File: src/inc/usb_ep_pkg.sv
package usb_ep_pkg;
    // Register byte addresses
    localparam logic [3:0] ADDR_CSR2 = 4'h0;
    localparam logic [3:0] ADDR_EPCSR = 4'h4;
    localparam logic [3:0] ADDR_CRCON = 4'h8;
    localparam logic [3:0] ADDR_EPSEL = 4'hC;
    // Endpoint control bit positions
    localparam int B_AUTO = 31;
    localparam int B_ISO = 30;
    localparam int B_DIR = 29;
    localparam int B_DMAEN = 28;
    localparam int B_FRC = 27;
    localparam int B_DMAMD = 26;
    localparam int B_TWEN = 25;
    localparam int B_TGL = 24;
    localparam int B_TXRDY = 16;
    // Status 2 bit positions
    localparam int B_SOF = 19;
    localparam int B_RST = 18;
    localparam int B_RES = 17;
    localparam int B_SUSP = 16;
    // Clock/reset control positions
    localparam int B_GIF = 26;
    localparam int B_RWF = 25;
    localparam int B_ACT = 24;
    localparam int B_IE = 2;
    // Reset values and endpoint count
    localparam logic [7:1] RXIE_RST = 7'h00;
    localparam logic [10:0] MAXP_RST = 11'h040;
    localparam int NUM_EP = 7;
    // Bus events from the packet engine
    typedef struct packed {
        logic sof;
        logic babble;
        logic bus_reset;
        logic resume;
        logic suspend;
        logic activity;
    } bus_evt_s;
    // Per-endpoint control state
    typedef struct packed {
        logic auto_ready;
        logic iso;
        logic dir_tx;
        logic dma_en;
        logic dma_mode;
        logic toggle;
        logic pkt_ready;
        logic [10:0] max_size;
    } ep_ctl_s;
endpackage

File: src/usb_endpoint_tx_and_bus_events.sv
`timescale 1ns/1ps
module usb_endpoint_tx_and_bus_events
    import usb_ep_pkg::*;
#(
    parameter int DW = 8
) (
    // Clock and reset
    input wire logic clk_i,
    input wire logic rst_i,
    // Wishbone slave
    input wire logic cyc_i,
    input wire logic stb_i,
    input wire logic we_i,
    input wire logic [3:0] adr_i,
    input wire logic [3:0] sel_i,
    input wire logic [31:0] dat_i,
    output logic [31:0] dat_o,
    output logic ack_o,
    // Controller state
    input wire logic host_mode_i,
    input wire logic suspended_i,
    input wire bus_evt_s evt_i,
    // Packet engine per endpoint
    input wire logic [NUM_EP:1] pkt_sent_i,
    input wire logic [NUM_EP:1] ack_rx_i,
    input wire logic [NUM_EP:1] dma_need_i,
    input wire logic [NUM_EP:1] rx_irq_i,
    // Transmit data into FIFO (endpoint selected by index)
    input wire logic [DW-1:0] tx_data_i,
    input wire logic tx_valid_i,
    output logic tx_ready_o,
    input wire logic tx_last_i,
    // FIFO side out
    output logic [DW-1:0] fifo_data_o,
    output logic fifo_valid_o,
    input wire logic fifo_ready_i,
    // Endpoint outputs
    output logic [NUM_EP:1] dma_req_o,
    output logic [NUM_EP:1] dma_mode_o,
    output logic [NUM_EP:1] ep_dir_tx_o,
    output logic [NUM_EP:1] ep_iso_o,
    output logic [NUM_EP:1] toggle_o,
    output logic [NUM_EP:1] pkt_ready_o,
    output logic [NUM_EP:1] flush_o,
    output logic [NUM_EP:1] rx_irq_o,
    output logic irq_req_o
);
    ////////////////////////////////////////////////////////////////
    // State
    ep_ctl_s ep_q [1:NUM_EP];        // Endpoint controls
    logic [NUM_EP:1] flush_q;        // Forced flush pulses
    logic [2:0] idx_q;               // Selected endpoint
    logic [10:0] load_cnt_q;         // Bytes loaded into FIFO
    logic [7:1] rxie_q;              // Receive interrupt enables
    logic sof_q, rst_q, res_q, susp_q; // Event flags
    logic gif_q, rwf_q, act_q;       // Clock/reset flags
    logic ie_q;                      // General interrupt enable
    logic ack_q;
    logic [31:0] rd_d;
    logic wr, wr_ep, wr_c2, wr_cr;
    logic [DW-1:0] b0_q, b1_q;       // Two-entry buffer
    logic [1:0] cnt_q;
    logic any_evt;
    logic full_pkt;

    // Bus write decode, taken on the acking edge
    assign wr = cyc_i && stb_i && we_i && !ack_q;
    assign wr_ep = wr && adr_i == ADDR_EPCSR;
    assign wr_c2 = wr && adr_i == ADDR_CSR2;
    assign wr_cr = wr && adr_i == ADDR_CRCON;
    assign ack_o = ack_q;

    ////////////////////////////////////////////////////////////////
    // Acknowledge one cycle after request
    always_ff @(posedge clk_i) begin
        if (rst_i) begin
            ack_q <= 1'b0;
        end else begin
            ack_q <= cyc_i && stb_i && !ack_q;
        end
    end

    // Endpoint index register
    always_ff @(posedge clk_i) begin
        if (rst_i) begin
            idx_q <= 3'h1;
        end else if (wr && adr_i == ADDR_EPSEL && sel_i[0] && dat_i[2:0] != 3'h0) begin
            idx_q <= dat_i[2:0];
        end
    end

    ////////////////////////////////////////////////////////////////
    // Two-entry FIFO buffer; stalls source when full
    assign tx_ready_o = cnt_q != 2'h2;
    assign fifo_valid_o = cnt_q != 2'h0;
    assign fifo_data_o = b0_q;
    always_ff @(posedge clk_i) begin
        if (rst_i) begin
            cnt_q <= 2'h0;
            b0_q <= '0;
            b1_q <= '0;
        end else begin
            case ({tx_valid_i && tx_ready_o, fifo_valid_o && fifo_ready_i})
                2'b10: begin
                    if (cnt_q == 2'h0) b0_q <= tx_data_i;
                    else b1_q <= tx_data_i;
                    cnt_q <= cnt_q + 2'h1;
                end
                2'b01: begin
                    b0_q <= b1_q;
                    cnt_q <= cnt_q - 2'h1;
                end
                2'b11: begin
                    if (cnt_q == 2'h1) b0_q <= tx_data_i;
                    else begin
                        b0_q <= b1_q;
                        b1_q <= tx_data_i;
                    end
                end
                default: begin
                    cnt_q <= cnt_q;
                end
            endcase
        end
    end

    // Count loaded bytes toward maximum packet size
    assign full_pkt = tx_valid_i && tx_ready_o && (load_cnt_q + 11'h1 >= ep_q[idx_q].max_size);
    always_ff @(posedge clk_i) begin
        if (rst_i) begin
            load_cnt_q <= 11'h0;
        end else if (tx_valid_i && tx_ready_o) begin
            load_cnt_q <= (full_pkt || tx_last_i) ? 11'h0 : load_cnt_q + 11'h1;
        end
    end

    ////////////////////////////////////////////////////////////////
    // Endpoint control registers
    always_ff @(posedge clk_i) begin
        if (rst_i) begin
            for (int i = 1; i <= NUM_EP; i++) begin
                ep_q[i] <= '{1'b0, 1'b0, 1'b0, 1'b0, 1'b0, 1'b0, 1'b0, MAXP_RST};
            end
            flush_q <= '0;
        end else begin
            flush_q <= '0;
            for (int i = 1; i <= NUM_EP; i++) begin
                if (pkt_sent_i[i] || flush_q[i]) begin
                    ep_q[i].pkt_ready <= 1'b0;
                end
                if (pkt_sent_i[i] && ack_rx_i[i]) begin
                    ep_q[i].toggle <= !ep_q[i].toggle;
                end
                if (wr_ep && idx_q == 3'(i)) begin
                    if (sel_i[3]) begin
                        ep_q[i].auto_ready <= dat_i[B_AUTO];
                        ep_q[i].iso <= dat_i[B_ISO] && !host_mode_i;
                        ep_q[i].dir_tx <= dat_i[B_DIR];
                        ep_q[i].dma_en <= dat_i[B_DMAEN];
                        ep_q[i].dma_mode <= dat_i[B_DMAMD];
                        if (dat_i[B_FRC]) begin
                            ep_q[i].toggle <= !ep_q[i].toggle;
                            flush_q[i] <= 1'b1;
                        end else if (dat_i[B_TWEN]) begin
                            ep_q[i].toggle <= dat_i[B_TGL];
                        end
                    end
                    if (sel_i[2] && dat_i[B_TXRDY]) begin
                        ep_q[i].pkt_ready <= 1'b1;
                    end
                    if (sel_i[1]) ep_q[i].max_size[10:8] <= dat_i[10:8];
                    if (sel_i[0]) ep_q[i].max_size[7:0] <= dat_i[7:0];
                end
                if (idx_q == 3'(i) && full_pkt && ep_q[i].auto_ready) begin
                    ep_q[i].pkt_ready <= 1'b1;
                end
            end
        end
    end

    // Endpoint outputs
    always_comb begin
        for (int i = 1; i <= NUM_EP; i++) begin
            dma_req_o[i] = ep_q[i].dma_en && dma_need_i[i];
            dma_mode_o[i] = ep_q[i].dma_mode;
            ep_dir_tx_o[i] = ep_q[i].dir_tx;
            ep_iso_o[i] = ep_q[i].iso && !host_mode_i;
            toggle_o[i] = ep_q[i].toggle;
            pkt_ready_o[i] = ep_q[i].pkt_ready;
        end
    end
    assign flush_o = flush_q;
    assign rx_irq_o = rx_irq_i & rxie_q;

    ////////////////////////////////////////////////////////////////
    // Bus event flags; set wins over write-one clear
    assign any_evt = evt_i.sof || evt_i.babble || evt_i.bus_reset || evt_i.resume || evt_i.suspend;
    always_ff @(posedge clk_i) begin
        if (rst_i) begin
            sof_q <= 1'b0;
            rst_q <= 1'b0;
            res_q <= 1'b0;
            susp_q <= 1'b0;
            rxie_q <= RXIE_RST;
        end else begin
            if (wr_c2 && sel_i[2]) begin
                if (dat_i[B_SOF]) sof_q <= 1'b0;
                if (dat_i[B_RST]) rst_q <= 1'b0;
                if (dat_i[B_RES]) res_q <= 1'b0;
                if (dat_i[B_SUSP]) susp_q <= 1'b0;
            end
            if (wr_c2 && sel_i[0]) rxie_q <= dat_i[7:1];
            if (evt_i.sof) sof_q <= 1'b1;
            if (host_mode_i ? evt_i.babble : evt_i.bus_reset) rst_q <= 1'b1;
            if (evt_i.resume && suspended_i) res_q <= 1'b1;
            if (evt_i.suspend && !host_mode_i) susp_q <= 1'b1;
        end
    end

    // Clock/reset control flags
    always_ff @(posedge clk_i) begin
        if (rst_i) begin
            gif_q <= 1'b0;
            rwf_q <= 1'b0;
            act_q <= 1'b1;
            ie_q <= 1'b0;
        end else begin
            if (wr_cr && sel_i[0]) ie_q <= dat_i[B_IE];
            if (wr_cr && sel_i[3]) begin
                if (dat_i[B_GIF]) gif_q <= 1'b0;
                if (dat_i[B_RWF]) rwf_q <= 1'b0;
                if (dat_i[B_ACT]) act_q <= 1'b0;
            end
            if (any_evt && ie_q) gif_q <= 1'b1;
            if (evt_i.resume && suspended_i) rwf_q <= 1'b1;
            if (evt_i.activity || any_evt) act_q <= 1'b1;
        end
    end
    assign irq_req_o = gif_q;

    ////////////////////////////////////////////////////////////////
    // Read mux
    always_comb begin
        rd_d = 32'h0000_0000;
        case (adr_i)
            ADDR_CSR2: begin
                rd_d[B_SOF] = sof_q;
                rd_d[B_RST] = rst_q;
                rd_d[B_RES] = res_q;
                rd_d[B_SUSP] = susp_q;
                rd_d[7:1] = rxie_q;
            end
            ADDR_EPCSR: begin
                rd_d[B_AUTO] = ep_q[idx_q].auto_ready;
                rd_d[B_ISO] = ep_q[idx_q].iso && !host_mode_i;
                rd_d[B_DIR] = ep_q[idx_q].dir_tx;
                rd_d[B_DMAEN] = ep_q[idx_q].dma_en;
                rd_d[B_DMAMD] = ep_q[idx_q].dma_mode;
                rd_d[B_TGL] = ep_q[idx_q].toggle;
                rd_d[B_TXRDY] = ep_q[idx_q].pkt_ready;
                rd_d[10:0] = ep_q[idx_q].max_size;
            end
            ADDR_CRCON: begin
                rd_d[B_GIF] = gif_q;
                rd_d[B_RWF] = rwf_q;
                rd_d[B_ACT] = act_q;
                rd_d[B_IE] = ie_q;
            end
            ADDR_EPSEL: begin
                rd_d[2:0] = idx_q;
            end
            default: begin
                rd_d = 32'h0000_0000;
            end
        endcase
    end

    // Registered read data
    always_ff @(posedge clk_i) begin
        if (rst_i) begin
            dat_o <= 32'h0000_0000;
        end else begin
            dat_o <= rd_d;
        end
    end
endmodule

File: config.mk
export PLATFORM = sky130hd
export DESIGN_NAME = usb_endpoint_tx_and_bus_events
export DESIGN_NICKNAME = d
export VERILOG_FILES = /design/src/inc/usb_ep_pkg.sv /design/src/usb_endpoint_tx_and_bus_events.sv
export SDC_FILE = /design/constraint.sdc
export NUM_CORES = 1
export LEC_CHECK = 0
export BUFFER_PORTS_ARGS = -buffer_cell sky130_fd_sc_hd__buf_2
export CORE_MARGIN = 2
export CORE_UTILIZATION = 36
export DETAILED_ROUTE_END_ITERATION = 7
export PLACE_DENSITY = 0.7
export SETUP_SLACK_MARGIN = 0.02
export SYNTH_ARGS = -nofsm -noshare
export SYNTH_HDL_FRONTEND = slang
export SYNTH_SLANG_ARGS = --single-unit
File: constraint.sdc
create_clock -name clk_i -period 2.85 [get_ports clk_i]
set_input_delay 0.57 -clock clk_i [delete_from_list [all_inputs] [get_ports clk_i]]
set_output_delay 0.57 -clock clk_i [all_outputs]
set_load 0.05 [all_outputs]
==> summary.txt <==
Status: finished with violations
Failing checks: setup timing
H-Tree Depth: 1
Max-cap violations: 0
DRC errors left: 0
Most used cell, CP: buf_12
Top cells by area, synth: edfxtp_1 (37%), dfxtp_1 (16%), and2_1 (5.5%)
Final Cycle Share: 1.016
Leading cell type in the layout, fill and taps excluded: buf_2
CTS tree: yes
Clock slew at reported path FFs: 0.06 ns
Hold Path Class: in2reg
DRT iter0 DRCs: 703
I/O Pins: 192
Die X: 171.9 um
# diodes: 0
WL final: 28.68 mm
DP HPWL: 21.49 mm
Pleak: 5.284 nW
WS Path Type: reg2reg
Hold-fix buffer count after cts: 0
Ys flop type: edfxtp_1
Fin cells: 1515
Post-synth EDFFs: 126
Slowest stage cell, crit path: mux4_2
Worst rel slew slack: 0.4526
Placed Cells: 1464
Row count: 61
Setup crit end kind: register
Total CTS buffers: 24
Seq cells post-synth: 206
Most frequent cells in the layout: buf_2 (171), edfxtp_1 (126), nor2_1 (121)
Largest net degree at the start of global routing: 34
Crit-path cells: buf_12 > buf_12 > mux4_2 > a21oi_4 > ha_4 > a21oi_2 > o21ai_2 > a221o_1 > buf_6 > o41ai_1 > o2bb2ai_2
Vias: 7949
Average size of a mapped cell: 10.83 um^2
DR WL/cell: 18.93 um
Yosys top cell by area: edfxtp_1
Max Root-Sink Buffers: 3
Max-slew violation count: 0
GRT overflow: 0
Fraction of layout cells with a size suffix above 1: 0.2920
Pre-CTS setup slack: -0.1708 ns
Port bufs: 172
Core area: 27780 um^2
Initial Utilization: 0.3653
Post-layout minimum cycle time: 2.897 ns
CP arrival: 3.34 ns
Die area: 29550 um^2
Gpl congestion: 0.9082
Final net count: 1230
Worst setup margin: -0.04697 ns
R2R Setup Slk: -0.05 ns
Final Hold Viols: 0
Startpoint types: register
Clk sinks: 206
Mapped Cells: 937
Syn Std Cell Area: 10150 um^2
FMAX: 345.2 MHz
RSZ-0062 raised after global routing: true
Vias in the first global route: 7787
Req. time, crit path: 3.29 ns
Initial antenna violation count: 0
Synth warn: 0
Seq/Total Area, Yosys: 0.5306
Worst-skew pair later-pin latency: 0.52 ns
Final setup viols: 10
Antenna viol nets, final: 0
Crit Path Max Fanout: 13
Global Route Usage Sum: 0.1934
DR pass1 iterations: 6
CTS root buffer: clkbuf_16
Via density: 5.247
Skew final: 0.02161 ns
Top cell type's share of synthesized area: 0.3728
CP peak stage delay: 0.53 ns
Maximum vdd drop: 0.0006566 V
Synth unique cells: 59
First-pass GRT wire length: 43.99 mm
Die Ht: 171.9 um
Pwr/cell area: 616.0 nW/um^2
Measured slew at the worst slew-check pin: 0.8004 ns
Area growth syn-to-layout: 23.24%
Async SR Flop Fraction: 0
[per-stage QoR]
stage / total power [mW] / TNS, ns / area, um^2 / hold WS [ns] / utilization
2_1_floorplan: 4.315 / 0 / 10210 / 0.4254 / -
3_3_place_gp: 4.619 / -1.189 / 11500 / 0.4413 / 0.4139
3_5_place_dp: 4.647 / -1.525 / 11500 / 0.4471 / 0.4139
4_1_cts: 7.735 / -0.4597 / 12390 / 0.2279 / 0.4460
5_1_grt: 7.988 / -2.181 / 12510 / 0.2227 / 0.4502
6_report: 7.704 / -0.1584 / 12510 / 0.2384 / 0.4502
[final timing paths]
path | endpoint | cells past startpoint | from
min reg2reg | rwf_q | 2 | rwf_q
min | act_q | 2 | evt_i[0]
max | load_cnt_q[3] | 11 | register
max reg2reg | load_cnt_q[3] | 11 | register
[sequential cells by signal, summed over array words and instances (netlist names), named ones only]
register     count
load_cnt_q      11
irq_req_o        1
res_q            1
rst_q            1
ep_q           126
dat_o           22
susp_q           1
cnt_q            2
ack_o            1
act_q            1
idx_q            3
rxie_q           7
fifo_data_o      8
ie_q             1
rwf_q            1
sof_q            1
flush_o          7
b1_q             8
[where the power goes]
group / switching [mW] / leakage (nW) / internal (mW)
combinational: 0.839 / 2.96 / 0.362
sequential: 0.0882 / 1.93 / 3.32
clock: 1.20 / 0.392 / 1.90
total: 2.13 / 5.28 / 5.58
[logic make-up after synthesis]
logic type / synth area share
simple gates: 0.1860
flops: 0.5306
compound gates: 0.1243
buf+inv: 0.05227
mux: 0.07558
fa+ha+maj: 0.02219
xor+xnor: 0.008631
other cells: 0.0003695
[synthesized netlist by cell type (3+ instances only)]
cell       instances
nand2b_1           9
mux4_2            18
ha_1              18
and2_1            89
buf_2              4
a22oi_1           12
nand4_1            5
xnor2_1            3
a21o_1            28
o41ai_1            5
nor2_1           121
inv_1             10
nor3_1             9
edfxtp_1         126
buf_1              4
buf_4             43
a32o_1             4
and2_2             5
or3_1              7
clkbuf_1          36
and3_1             8
dfxtp_1           80
a21oi_1           37
nor3b_1            3
nand2_1           54
xor2_1             7
nand3_1           22
a2111oi_0         13
nor2b_1           12
mux2i_1           35
o2bb2ai_1          5
o21ai_0           39
a211oi_1          33
[repair_timing]
item	in CTS	in global routing
endpoints found under the hold margin	0	0
buffers inserted	6	2
gates cloned	0	0
endpoints found under the setup margin	24	25
pin swaps	9	5
resized for setup	14	27
[worst max-delay path, delay by kind of cell, from the launching register on]
kind | cells | cell delay (ns)
buf+inv | 3 | 0.43
fa+ha+maj | 1 | 0.23
flops | 1 | 0.36
compound gates | 6 | 1.26
mux | 1 | 0.53
[final cells by class]
class                   instances  area [um^2]
inverters                      10        37.54
fillers                      2630        15270
clock buffers                  27        611.8
multi-input cells             643         4417
flip-flops and latches        206         5390
repair buffers                235         1394
clock inverters                16        183.9
well taps                     378        473.0
[layer usage]
metal | global-route usage | vias to the layer above | wire length [um]
li1 | - | 3731 | -
met1 | 0.2600 | 3776 | 11880
met2 | 0.3187 | 379 | 13290
met3 | 0.04257 | 63 | 2751
met4 | 0.04713 | 0 | 759
met5 | 0 | - | 0
Power figures use the tool's default switching activity.
